[config.mk]
export PLATFORM = sky130hd
export DESIGN_NAME = ofsb_top
export DESIGN_NICKNAME = d
export VERILOG_FILES = /design/src/hdl/ofsb_pkg.sv /design/src/hdl/ofsb_link_if.sv /design/src/hdl/ofsb_persist.sv /design/src/hdl/ofsb_spi_slave.sv /design/src/hdl/ofsb_top.sv
export VERILOG_INCLUDE_DIRS = /design/src /design/src/hdl
export SDC_FILE = /design/constraint.sdc
export NUM_CORES = 1
export LEC_CHECK = 0
export BUFFER_PORTS_ARGS = -buffer_cell sky130_fd_sc_hd__buf_2
export CAP_MARGIN = 20
export CORE_MARGIN = 2
export CORE_UTILIZATION = 45
export CTS_BUF_LIST = sky130_fd_sc_hd__clkbuf_8
export CTS_CLUSTER_DIAMETER = 80
export CTS_CLUSTER_SIZE = 8
export DETAILED_ROUTE_END_ITERATION = 10
export HOLD_SLACK_MARGIN = 0.05
export PLACE_DENSITY = 0.65
export SLEW_MARGIN = 30
export SYNTH_ARGS = -nofsm -noshare
export SYNTH_HDL_FRONTEND = slang
export SYNTH_SLANG_ARGS = --single-unit
export TNS_END_PERCENT = 50
[constraint.sdc]
create_clock -name ref_clk_in -period 2.5 [get_ports ref_clk_in]
set_input_delay 0.125 -clock ref_clk_in [delete_from_list [all_inputs] [get_ports ref_clk_in]]
set_output_delay 0.125 -clock ref_clk_in [all_outputs]
set_load 0.02 [all_outputs]
[src/hdl/ofsb_defines.svh]
// constants of the output fault status bank
`ifndef OFSB_DEFINES_SVH
`define OFSB_DEFINES_SVH

// register addresses
`define OFSB_ADDR_ULD       6'h11
`define OFSB_ADDR_SUP       6'h12
`define OFSB_ADDR_CFG       6'h3f

// configuration register layout
`define OFSB_CFG_RESET      16'h0000
`define OFSB_CFG_WMASK      16'hc0ba
`define OFSB_CFG_BOOST      15
`define OFSB_CFG_RESEXT     14
`define OFSB_CFG_ECPWM      7
`define OFSB_CFG_B1H_MASK   5
`define OFSB_CFG_B1L_MASK   4
`define OFSB_CFG_TW_MASK    3
`define OFSB_CFG_ULD_MASK   1

// link frame
`define OFSB_FRAME_BITS     5'd24
`define OFSB_HDR_LAST       5'd7

// timing in ns, clock in MHz
`define OFSB_CLK_MHZ        250
`define OFSB_EC_FILTER_NS   32000
`define OFSB_ULD_FILTER_NS  100000
`define OFSB_OCR_STEP_NS    1000

`endif

[src/hdl/ofsb_pkg.sv]
// types shared by the output fault status bank modules
package ofsb_pkg;
    typedef logic [5:0]  ofsb_addr_t;
    typedef logic [15:0] ofsb_word_t;
    typedef logic [7:0]  ofsb_hdr_t;
    typedef logic [15:0] ofsb_count_t;
endpackage : ofsb_pkg

[src/hdl/ofsb_link_if.sv]
// decoded link frame passed from the serial slave to the register core
interface ofsb_link_if;
    import ofsb_pkg::*;
    ofsb_addr_t addr;
    logic       wr;
    logic       rc;
    ofsb_word_t wdata;
    logic       addr_stb;
    logic       frame_end;
    ofsb_word_t rdata;
    ofsb_hdr_t  hdr;

    modport spi  (output addr, wr, rc, wdata, addr_stb, frame_end, input rdata, hdr);
    modport core (input addr, wr, rc, wdata, addr_stb, frame_end, output rdata, hdr);
endinterface : ofsb_link_if

[src/hdl/ofsb_persist.sv]
// persistence filter: done once cond held limit cycles
module ofsb_persist
    import ofsb_pkg::*;
(
    // clock and reset
    input  wire logic        clk_in,
    input  wire logic        rst_b_in,
    // condition and length
    input  wire logic        cond_in,
    input  wire ofsb_count_t limit_in,
    // result
    output logic             done_out
);
    ofsb_count_t cnt_r;
    ofsb_count_t cnt_nxt;

    // any drop of the condition restarts the count
    assign cnt_nxt  = !cond_in ? '0 : (cnt_r == limit_in) ? cnt_r : cnt_r + 16'h0001;
    assign done_out = cond_in && (cnt_r == limit_in);

    always_ff @(posedge clk_in or negedge rst_b_in)
    begin
        if (!rst_b_in)
            cnt_r <= '0;
        else
            cnt_r <= cnt_nxt;
    end
endmodule : ofsb_persist

[src/hdl/ofsb_spi_slave.sv]
// 24-bit serial link slave, oversampled by the core clock, in-frame answer
`include "ofsb_defines.svh"
module ofsb_spi_slave
    import ofsb_pkg::*;
(
    // clock and reset
    input  wire logic   clk_in,
    input  wire logic   rst_b_in,
    // link pins
    input  wire logic   spi_cs_b_in,
    input  wire logic   spi_sclk_in,
    input  wire logic   spi_sdi_in,
    output logic        spi_sdo_out,
    output logic        spi_sdo_oe_out,
    // decoded frame
    ofsb_link_if.spi    link
);
    logic [2:0]  cs_s_r;
    logic [2:0]  sclk_s_r;
    logic [1:0]  sdi_s_r;
    logic [23:0] rx_r;
    logic [23:0] tx_r;
    logic [4:0]  cnt_r;
    logic        sdo_r;
    logic        oe_r;
    logic        stb_r;
    logic        end_r;
    logic        wr_r;
    logic        rc_r;
    ofsb_addr_t  addr_r;

    wire active = !cs_s_r[1];
    wire start  = cs_s_r[2] && !cs_s_r[1];
    wire stop   = !cs_s_r[2] && cs_s_r[1];
    wire rise   = active && sclk_s_r[1] && !sclk_s_r[2];
    wire fall   = active && !sclk_s_r[1] && sclk_s_r[2];
    wire hdr_in = rise && (cnt_r == `OFSB_HDR_LAST);

    assign spi_sdo_out    = sdo_r;
    assign spi_sdo_oe_out = oe_r;
    assign link.addr      = addr_r;
    assign link.wr        = wr_r;
    assign link.rc        = rc_r;
    assign link.wdata     = rx_r[15:0];
    assign link.addr_stb  = stb_r;
    assign link.frame_end = end_r;

    ////////////////
    // pin synchronisers; stage 0 is read only by stage 1
    always_ff @(posedge clk_in or negedge rst_b_in)
    begin
        if (!rst_b_in)
        begin
            cs_s_r   <= 3'h7;
            sclk_s_r <= 3'h0;
            sdi_s_r  <= 2'h0;
        end
        else
        begin
            cs_s_r   <= {cs_s_r[1:0], spi_cs_b_in};
            sclk_s_r <= {sclk_s_r[1:0], spi_sclk_in};
            sdi_s_r  <= {sdi_s_r[0], spi_sdi_in};
        end
    end

    ////////////////
    // receive on rising sclk, header decoded after the eighth bit
    always_ff @(posedge clk_in or negedge rst_b_in)
    begin
        if (!rst_b_in)
        begin
            rx_r   <= '0;
            cnt_r  <= '0;
            stb_r  <= 1'b0;
            end_r  <= 1'b0;
            wr_r   <= 1'b0;
            rc_r   <= 1'b0;
            addr_r <= '0;
        end
        else
        begin
            stb_r <= hdr_in;
            // a short or long frame is dropped whole
            end_r <= stop && (cnt_r == `OFSB_FRAME_BITS);
            if (start)
                cnt_r <= '0;
            else if (rise && cnt_r != 5'h1f)
                cnt_r <= cnt_r + 5'h01;
            if (rise)
                rx_r <= {rx_r[22:0], sdi_s_r[1]};
            if (hdr_in)
            begin
                wr_r   <= rx_r[6];
                rc_r   <= rx_r[5];
                addr_r <= {rx_r[4:0], sdi_s_r[1]};
            end
        end
    end

    ////////////////
    // transmit: header byte first, then the addressed register, changed on falling sclk
    always_ff @(posedge clk_in or negedge rst_b_in)
    begin
        if (!rst_b_in)
        begin
            tx_r  <= '0;
            sdo_r <= 1'b0;
            oe_r  <= 1'b0;
        end
        else if (start)
        begin
            sdo_r <= link.hdr[7];
            tx_r  <= {link.hdr[6:0], 17'h00000};
            oe_r  <= 1'b1;
        end
        else if (!active)
        begin
            sdo_r <= 1'b0;
            oe_r  <= 1'b0;
        end
        else if (stb_r)
            tx_r <= {link.rdata, 8'h00};
        else if (fall)
        begin
            sdo_r <= tx_r[23];
            tx_r  <= {tx_r[22:0], 1'b0};
        end
    end
endmodule : ofsb_spi_slave

[src/hdl/ofsb_top.sv]
// output fault status bank: fault flags, ec status, configuration
// How it works
// - one underload flag per output; bridges in bits 15..10.
// - flag sets after low current for the filter time while on, except outputs 0 and 1 while their bridge 1 mask bit is set.
// - any underload flag sets the global underload bit.
// - mask silences only the global underload bit.
// - overcurrent on outputs 6..10 sets flag, turns output off.
// - overcurrent also sets the global supply-or-overcurrent bit.
// - with recovery, output restarts after the programmed delay, except output 10 while ec pwm discharge is on.
// - undervoltage turns all outputs off, sets its flag.
// - outputs return with supply unless latched; host clears.
// - overvoltage turns all outputs off, sets its flag.
// - same return rule after overvoltage.
// - ec code: 00 in range, 01 above, 10 below.
// - ec deviation shows only after the filter time.
// - ec bits live, set only after the filter, drop back to 00 at once.
// - ec bits never feed global bits.
// - boost enable and select give higher pwm frequency.
// - resolution bit widens pwm duty to nine bits.
// - thermal mask stops the global thermal bit.
`include "ofsb_defines.svh"
module ofsb_top
    import ofsb_pkg::*;
#(
    parameter int unsigned N_ULD             = 11,
    parameter int unsigned N_OC              = 5,
    parameter int unsigned ULD_FILTER_CYCLES = (`OFSB_ULD_FILTER_NS * `OFSB_CLK_MHZ + 999) / 1000,
    parameter int unsigned EC_FILTER_CYCLES  = (`OFSB_EC_FILTER_NS * `OFSB_CLK_MHZ + 999) / 1000,
    parameter int unsigned OCR_STEP_CYCLES   = (`OFSB_OCR_STEP_NS * `OFSB_CLK_MHZ + 999) / 1000
)
(
    // clock and reset
    input  wire logic             ref_clk_in,
    input  wire logic             rst_b_in,
    // serial link
    input  wire logic             spi_cs_b_in,
    input  wire logic             spi_sclk_in,
    input  wire logic             spi_sdi_in,
    output logic                  spi_sdo_out,
    output logic                  spi_sdo_oe_out,
    // output stage monitors
    input  wire logic [N_ULD-1:0] output_on_in,
    input  wire logic [N_ULD-1:0] undercurrent_in,
    input  wire logic [N_OC-1:0]  overcurrent_in,
    input  wire logic             vs_under_in,
    input  wire logic             vs_over_in,
    input  wire logic             thermal_warning_in,
    input  wire logic             ec_above_raw_in,
    input  wire logic             ec_below_raw_in,
    // control bits held elsewhere
    input  wire logic             ocr_enable_in,
    input  wire logic [1:0]       overcurrent_recovery_delay_in,
    input  wire logic             latch_on_supply_fault_in,
    input  wire logic             pwm_boost_select_in,
    // shutdown requests
    output logic [N_OC-1:0]       hs_off_out,
    output logic                  supply_off_out,
    // global bits and pwm options
    output logic                  global_underload_out,
    output logic                  global_supply_or_overcurrent_bit_out,
    output logic                  global_thermal_warning_out,
    output logic                  pwm_frequency_boost_out,
    output logic                  pwm_resolution_extend_out,
    output logic                  ec_lowside_pwm_discharge_out
);
    localparam int unsigned SW = N_ULD + N_OC + 5;

    ofsb_link_if link ();

    logic [SW-1:0]    sync1_r;
    logic [SW-1:0]    sync2_r;
    logic [N_ULD-1:0] uld_r;
    logic [N_OC-1:0]  oc_r;
    logic [N_OC-1:0]  off_r;
    logic             uv_r;
    logic             ov_r;
    logic             supply_off_r;
    logic [1:0]       ec_r;
    ofsb_word_t       cfg_r;
    ofsb_word_t       snap_r;
    logic             g_uld_r;
    logic             g_uovoc_r;
    logic             g_tw_r;
    logic             boost_r;

    ////////////////
    // async monitors: two flops, stage one read only by stage two
    always_ff @(posedge ref_clk_in or negedge rst_b_in)
    begin
        if (!rst_b_in)
        begin
            sync1_r <= '0;
            sync2_r <= '0;
        end
        else
        begin
            sync1_r <= {undercurrent_in, overcurrent_in, vs_under_in, vs_over_in,
                        thermal_warning_in, ec_above_raw_in, ec_below_raw_in};
            sync2_r <= sync1_r;
        end
    end

    wire [N_ULD-1:0] low_s   = sync2_r[SW-1 -: N_ULD];
    wire [N_OC-1:0]  trip_s  = sync2_r[N_OC+4:5];
    wire             uv_s    = sync2_r[4];
    wire             ov_s    = sync2_r[3];
    wire             tw_s    = sync2_r[2];
    wire             above_s = sync2_r[1];
    wire             below_s = sync2_r[0];

    ////////////////
    // serial link and register decode
    ofsb_spi_slave u_spi (
        .clk_in         (ref_clk_in),
        .rst_b_in       (rst_b_in),
        .spi_cs_b_in    (spi_cs_b_in),
        .spi_sclk_in    (spi_sclk_in),
        .spi_sdi_in     (spi_sdi_in),
        .spi_sdo_out    (spi_sdo_out),
        .spi_sdo_oe_out (spi_sdo_oe_out),
        .link           (link.spi)
    );

    wire sel_uld = (link.addr == `OFSB_ADDR_ULD);
    wire sel_sup = (link.addr == `OFSB_ADDR_SUP);
    wire sel_cfg = (link.addr == `OFSB_ADDR_CFG);
    wire rc_end  = link.frame_end && link.rc;
    wire cfg_wr  = link.frame_end && link.wr && sel_cfg;

    // bridge flags in upper six bits
    wire ofsb_word_t st_uld = {uld_r[0], uld_r[1], uld_r[2], uld_r[3], uld_r[4], uld_r[5], 10'h000};
    // ec code in the two low bits
    wire ofsb_word_t st_sup = {2'b00, oc_r[0], uld_r[6], oc_r[1], uld_r[7], oc_r[2], uld_r[8],
                               oc_r[3], uld_r[9], oc_r[4], uld_r[10], uv_r, ov_r, ec_r};

    assign link.rdata = sel_uld ? st_uld : sel_sup ? st_sup : sel_cfg ? cfg_r : 16'h0000;
    assign link.hdr   = {g_uld_r, g_uovoc_r, g_tw_r, 5'h00};

    // clear only bits the host was shown, so later events survive
    wire clr_uld_reg = rc_end && sel_uld;
    wire clr_sup_reg = rc_end && sel_sup;
    wire [N_ULD-1:0] clr_uld = {{5{clr_sup_reg}} & {snap_r[4], snap_r[6], snap_r[8], snap_r[10], snap_r[12]},
                                {6{clr_uld_reg}} & {snap_r[10], snap_r[11], snap_r[12],
                                                    snap_r[13], snap_r[14], snap_r[15]}};
    wire [N_OC-1:0]  clr_oc  = {5{clr_sup_reg}} & {snap_r[5], snap_r[7], snap_r[9], snap_r[11],
                                snap_r[13]};
    wire clr_uv = clr_sup_reg && snap_r[3];
    wire clr_ov = clr_sup_reg && snap_r[2];

    always_ff @(posedge ref_clk_in or negedge rst_b_in)
    begin
        if (!rst_b_in)
            snap_r <= '0;
        else if (link.addr_stb)
            snap_r <= link.rdata;
    end

    ////////////////
    // configuration register
    always_ff @(posedge ref_clk_in or negedge rst_b_in)
    begin
        if (!rst_b_in)
            cfg_r <= `OFSB_CFG_RESET;
        else if (cfg_wr)
            cfg_r <= link.wdata & `OFSB_CFG_WMASK;
    end

    ////////////////
    // underload detection per output
    wire [N_ULD-1:0] uld_hide = {{(N_ULD-2){1'b0}}, cfg_r[`OFSB_CFG_B1L_MASK], cfg_r[`OFSB_CFG_B1H_MASK]};
    wire [N_ULD-1:0] uld_set;

    genvar gi;
    generate
        for (gi = 0; gi < N_ULD; gi++)
        begin : g_uld
            // on-mode, low current for the filter time
            ofsb_persist u_flt (
                .clk_in   (ref_clk_in),
                .rst_b_in (rst_b_in),
                .cond_in  (output_on_in[gi] && low_s[gi] && !uld_hide[gi]),
                .limit_in (16'(ULD_FILTER_CYCLES)),
                .done_out (uld_set[gi])
            );
        end
    endgenerate

    always_ff @(posedge ref_clk_in or negedge rst_b_in)
    begin
        if (!rst_b_in)
            uld_r <= '0;
        // set wins over a clear in the same cycle
        else
            uld_r <= uld_set | (uld_r & ~clr_uld);
    end

    ////////////////
    // overcurrent shutdown and recovery per high-side output
    // the ec low side loses recovery while its pwm discharge runs
    wire [N_OC-1:0]  rec_en   = {N_OC{ocr_enable_in}} & {!cfg_r[`OFSB_CFG_ECPWM], {(N_OC-1){1'b1}}};
    wire ofsb_count_t rec_len = 16'((32'(overcurrent_recovery_delay_in) + 32'd1) * OCR_STEP_CYCLES);
    wire [N_OC-1:0]  rec_done;
    wire [N_OC-1:0]  release_off;

    generate
        for (gi = 0; gi < N_OC; gi++)
        begin : g_oc
            ofsb_persist u_rec (
                .clk_in   (ref_clk_in),
                .rst_b_in (rst_b_in),
                .cond_in  (off_r[gi] && rec_en[gi] && !trip_s[gi]),
                .limit_in (rec_len),
                .done_out (rec_done[gi])
            );
            // without recovery, held off until host clears flag
            assign release_off[gi] = rec_en[gi] ? rec_done[gi] : !oc_r[gi];
        end
    endgenerate

    always_ff @(posedge ref_clk_in or negedge rst_b_in)
    begin
        if (!rst_b_in)
        begin
            oc_r  <= '0;
            off_r <= '0;
        end
        else
        begin
            oc_r  <= trip_s | (oc_r & ~clr_oc);
            off_r <= trip_s | (off_r & ~release_off);
        end
    end

    ////////////////
    // supply faults
    always_ff @(posedge ref_clk_in or negedge rst_b_in)
    begin
        if (!rst_b_in)
        begin
            uv_r         <= 1'b0;
            ov_r         <= 1'b0;
            supply_off_r <= 1'b0;
        end
        else
        begin
            uv_r <= uv_s | (uv_r & ~clr_uv);
            ov_r <= ov_s | (ov_r & ~clr_ov);
            // latch holds outputs off until cleared
            supply_off_r <= uv_s | ov_s | (latch_on_supply_fault_in & (uv_r | ov_r));
        end
    end

    ////////////////
    // ec comparators, filtered but not latched
    wire ec_hi_ok;
    wire ec_lo_ok;

    // deviation must persist before it shows
    ofsb_persist u_ec_hi (
        .clk_in   (ref_clk_in),
        .rst_b_in (rst_b_in),
        .cond_in  (above_s && !below_s),
        .limit_in (16'(EC_FILTER_CYCLES)),
        .done_out (ec_hi_ok)
    );

    ofsb_persist u_ec_lo (
        .clk_in   (ref_clk_in),
        .rst_b_in (rst_b_in),
        .cond_in  (below_s && !above_s),
        .limit_in (16'(EC_FILTER_CYCLES)),
        .done_out (ec_lo_ok)
    );

    always_ff @(posedge ref_clk_in or negedge rst_b_in)
    begin
        if (!rst_b_in)
            ec_r <= 2'h0;
        else
            ec_r <= {ec_lo_ok, ec_hi_ok};
    end

    ////////////////
    // global bits and pwm options
    always_ff @(posedge ref_clk_in or negedge rst_b_in)
    begin
        if (!rst_b_in)
        begin
            g_uld_r   <= 1'b0;
            g_uovoc_r <= 1'b0;
            g_tw_r    <= 1'b0;
            boost_r   <= 1'b0;
        end
        else
        begin
            g_uld_r   <= (|uld_r) && !cfg_r[`OFSB_CFG_ULD_MASK];
            // overcurrent or supply only, ec excluded
            g_uovoc_r <= (|oc_r) || uv_r || ov_r;
            g_tw_r    <= tw_s && !cfg_r[`OFSB_CFG_TW_MASK];
            boost_r   <= cfg_r[`OFSB_CFG_BOOST] && pwm_boost_select_in;
        end
    end

    assign hs_off_out                           = off_r;
    assign supply_off_out                       = supply_off_r;
    assign global_underload_out                 = g_uld_r;
    assign global_supply_or_overcurrent_bit_out = g_uovoc_r;
    assign global_thermal_warning_out           = g_tw_r;
    assign pwm_frequency_boost_out              = boost_r;
    assign pwm_resolution_extend_out            = cfg_r[`OFSB_CFG_RESEXT];
    assign ec_lowside_pwm_discharge_out         = cfg_r[`OFSB_CFG_ECPWM];
endmodule : ofsb_top

---- Word-level counts from Yosys, hierarchy flattened ----
Index checks and enable logic that the tools add are counted.
storage, ports and cells
  register bits ........................... 448
  bits of input ports ..................... 42
  logic and storage cells ................. 283
cells by class
  add/sub/neg operators ................... 20
  multiply operators ...................... 1
  eq/ne operators ......................... 44
  mux-type cells .......................... 56
  bitwise logic cells ..................... 23
  reductions and logical operators ........ 93
operators by type and width
  cell                     number
  $mux W16                 39
  $add A16 B1 Y16 const B  18
  $eq A16 B15 Y1 const B   11
  $mux W24                 4
  $eq A16 B11 Y1           5
  $logic_and A1 B1 Y1      62
  $ne A2 B2 Y1 const B     19
  $eq A16 B13 Y1 const B   2
  $and A5 B5 Y5            5
  $logic_not A1 Y1         21
  $eq A6 B5 Y1 const B     2
  $and A11 B11 Y11         1
  $mux W1                  11
  $not A11 Y11             1
  $or A11 B11 Y11          1
  $reduce_or A11 Y1        1
  $mul A3 B7 Y10 const B   1
  $mux W5                  2
  $not A5 Y5               2
  $or A5 B5 Y5             2
  $and A6 B6 Y6            1
  $eq A6 B6 Y1 const B     1
  $reduce_bool A3 Y1       2
  $add A5 B1 Y5 const B    1
  12 further kinds         22

---- Logic depth before layout (Yosys ltp) ----
  word-level depth ........................ 9
  gate-level depth with buffers ........... 16
  depth with buffers taken out ............ 12

---- Modules after synthesis ----
A second synthesis with hierarchy kept.
unflattened totals
  cell total of the unflattened synthesis .. 2895
  area total of the unflattened synthesis .. 27794.2 um^2
modules (own cells, without submodules)
  module          times used  cells an instance  area an instance (um^2)  seq. area each (um^2)
  ofsb_persist    18          136                1211.2                   400.4
  ofsb_top        1           268                3545.9                   2327.2
  ofsb_spi_slave  1           179                2447.3                   1430.1

---- Worst setup path before layout ----
OpenSTA, ideal clock, no wires.
  kind .................................... register to register
  start ................................... reg u_spi.cnt_r[0]
  end ..................................... reg u_spi.cnt_r[3]
  setup time .............................. 0.126 ns
  arrival ................................. 1.961 ns
  setup slack ............................. 0.413 ns
  cell stages (with the launch flop) ...... 8
  buffers on the path ..................... 0
  period minus slack after synthesis ...... 2.087 ns
  cells stage by stage .................... dfrtp_1 ha_1 and3_1 ha_1 nor4_1 nand4_1 xor2_1 nor2_1
on the way
  cells in the longest elaborated chain, start to end .. 3
RTL lines
  item                                            RTL line                                    source
  start: declaration                              ofsb_spi_slave.sv:23                        logic [4:0] cnt_r;
  start signal: assignment                        ofsb_spi_slave.sv:88                        cnt_r <= cnt_r + 5'h01;
  $add A5 B1 Y5 or $ne A5 B5 Y1 (tied branches)   ofsb_spi_slave.sv:88, ofsb_spi_slave.sv:87
  $mux W5 or $logic_and A1 B1 Y1 (tied branches)  ofsb_spi_slave.sv:87                        else if (rise && cnt_r != 5'h1f)
  $mux W5 or $reduce_bool A2 Y1 (tied branches)   -
Several ways; a longest one is shown, not always the timed one. The select of a mux whose other input is x is not followed.
A chain may end at the register's enable or synchronous reset.

==> out/results.ini <==
[critical_path]
cpMaxStageDelayCell = fa_2
required_ns = 3.03
r2r_end = hs_off_out[0]
path_max_fanout = 12
crit_family = adder cells
startpoint_type = primary input
rr_startpoint = g_oc[0].u_rec.cnt_r[12]
reg2reg_slack_ns = 0.17
rr_worst_depth = 7
crit_chain = buf_2, inv_8, ha_4, xnor2_2, ha_2, fa_2, xor2_1, nor4_1, nand4_1, a2111oi_4, buf_4, a21oi_1, or2_1
cp_num_cells = 13
critical_path_class = in2reg
arrival_ns = 2.87
crit_buf_inv = 3
slowest_delay_ns = 0.46
end_kind = flop

[hold_path]
holdPathStages = 3
hp-class = in2reg
worstHoldEndpoint = g_uld[9].u_flt.cnt_r[6]
holdCritStartpoint = output_on_in[9]

[run]
max-cap-violations = 0

[cells_and_area]
fillCellCount = 3972
antenna_cells = 0
stdcell_area_mm2 = 0.02291
final_cell_mix = dfrtp_1 (435), nor2_1 (320), nand2_1 (185), xor2_1 (164), nand3_1 (121)
final_common_cell = dfrtp_1
fin_nets = 2247
area_delta_synth_final_pct = 12.84
drive_above_1_share_pct = 9.761
utilization_pct = 51.59

[place]
place_congestion = 0.8167
dpl-instance-area_mm2 = 0.02160
port_buffers = 55
dp_hpwl_mm = 28.31

[timing]
layout_min_cycle_time_ns = 2.337
tightest_slew_ns = 0.7059
fin_setup_tns_ns = 0
period_share_pct = 93.49
final-setup-viol-count = 0
slew_violations = 0
fmax_ghz = 0.4278
hold_viol_final = 0
relSlewSlack_pct = 52.80
skew_ns = 0.03139
rsz0062_at_grt = false

[grt]
overflow = 0
grt_pass1_wl_mm = 71.25
antenna_found_initial = 0
grt_pass1_vias = 14800
grt_use_total_pct = 18.26
grt_max_degree = 77

[logic_synthesis]
syn-num-nets = 2097
synth_edf_count = 0
yosysUniqueCellTypes = 56
yosys_register_bits = 438
ys_seq_area_share_pct = 54.00
syn_avg_cell_area_um2 = 10.10
syn_area_mm2 = 0.02031
async_reset_ff_share_pct = 100.0
synth_flop_cell = dfrtp_1
yosys_warnings = 0
synthCells = 2010

[cts]
clk_pin_slew_ns = 0.07
cts_buffers = 60
clk_latency_ns = 0.66
cts-root-buf = clkbuf_8
htree_levels = 2
cts_buffer_depth = 3
clock-sinks = 438
cts_tree = built
cts_setup_buffers = 0

[floorplan]
die_y_um = 216.4
dieWidth_um = 216.4
dieArea_mm2 = 0.04684
core_area_mm2 = 0.04441
num_rows = 77
io_pins = 56
floorplan.initialDensity_pct = 45.72

[status]
status = finished, final reports clean

[detailed_routing]
drcViolationCount = 0
wl_mm = 41.64
via_per_inst = 5.304
ant_nets = 0
drt_iter0_drc = 969
firstDrtPassIters = 5
wl_per_cell_um = 15.06
vias = 14660

[pwr]
pwr_density_cell_mw_per_mm2 = 560.5
peakVddDrop_mv = 0.4366
leakage_nw = 9.819

-- power by group --
group / leakage, nW / switching [mW] / internal [mW]
clock: 0.511 / 2.52 / 2.24
combinational: 3.47 / 0.424 / 0.298
sequential: 5.84 / 0.129 / 7.23
-- cell usage after synthesis (22+ instances only) --
master / count / area share [%]
nand4_1: 51 / 1.6
nand2_1: 185 / 3.4
o21ai_0: 65 / 1.6
and3_1: 43 / 1.3
ha_1: 43 / 2.6
xnor2_1: 100 / 4.3
a21oi_1: 59 / 1.5
mux2_2: 24 / 1.3
nor3_1: 40 / 0.99
nor4_1: 22 / 0.68
nand3_1: 121 / 3.0
inv_1: 61 / 1.1
xor2_1: 164 / 7.1
nor2_1: 320 / 5.9
clkbuf_1: 45 / 0.83
or3_1: 39 / 1.2
dfrtp_1: 435 / 54
-- worst register-to-register path, stage by stage (launching register included) --
cell       delay (ns)
dfrtp_1          0.41
or4_1            0.52
nor3_1           0.28
nand4_1          0.20
a2111oi_4        0.30
buf_4            0.23
a21oi_1          0.08
or2_1            0.21
-- sequential cells by signal (all words and copies together), names as in the netlist, 16 cells and up --
register / flops
sync1_r: 21
sync2_r: 21
u_spi.rx_r: 16
u_spi.tx_r: 16
u_ec_lo.cnt_r: 16
u_ec_hi.cnt_r: 16
g_uld.u_flt.cnt_r: 176
g_oc.u_rec.cnt_r: 80
-- layout make-up --
class | instances | area, um^2 | share of cell area (%)
Clock buffer | 63 | 867.1 | 3.784
Clock inverter | 11 | 46.29 | 0.2020
Inverter | 62 | 240.2 | 1.048
Multi-Input combinational cell | 1460 | 8976 | 39.17
Sequential cell | 438 | 10960 | 47.85
Tap cell | 592 | 740.7 | 3.233
Timing Repair Buffer | 138 | 1079 | 4.707
-- repair_timing --
action / 4_1_cts / 5_1_grt
hold buffers: 39 / 0
resized for setup: 0 / 0
hold endpoints to repair: 485 / 0
-- stage by stage --
step | power, mW | hold WS [ns] | setup slack, ns | cells
floorplan | 7.820 | -0.1706 | -0.4592 | 2010
global placement | 8.146 | 0.1571 | -0.4263 | 2651
detailed placement | 8.174 | 0.1540 | -0.4978 | 2651
CTS | 13.08 | 0.05084 | 0.2066 | 2764
global route | 13.45 | 0.07946 | 0.04618 | 2764
finish | 12.84 | 0.09106 | 0.1627 | 2764
-- routing by layer --
layer / up-vias / track usage, % / share of wire, %
met5: - / 0 / 0
met4: 0 / 6.279 / 2.4
met3: 69 / 2.681 / 3.7
met2: 239 / 30.62 / 48
met1: 7236 / 24.29 / 46
li1: 7115 / - / -
-- cell families (layout without fill, tap and decap cells) --
| group | Yosys count | after routing | share of synthesized area, % |
|---|---|---|---|
| AOI/OAI and AO/OA | 188 | 188 | 5.570 |
| xor gates and xnor gates | 265 | 265 | 11.47 |
| adders and majority gates | 45 | 45 | 2.847 |
| buffers and inverters | 112 | 274 | 2.101 |
| DFF | 438 | 438 | 54.00 |
| muxes | 38 | 38 | 2.021 |
| and+or+nand+nor | 924 | 924 | 22.00 |
-- worst max-delay path by stage --
stage	start	to
detailed placement	overcurrent_recovery_delay_in[1]	hs_off_out[0]
CTS	overcurrent_recovery_delay_in[1]	hs_off_out[0]
floorplan	overcurrent_recovery_delay_in[0]	hs_off_out[0]
global placement	overcurrent_recovery_delay_in[0]	hs_off_out[0]
finish	overcurrent_recovery_delay_in[0]	hs_off_out[0]
global route	overcurrent_recovery_delay_in[1]	hs_off_out[0]
(Power assumes the default switching activity.)
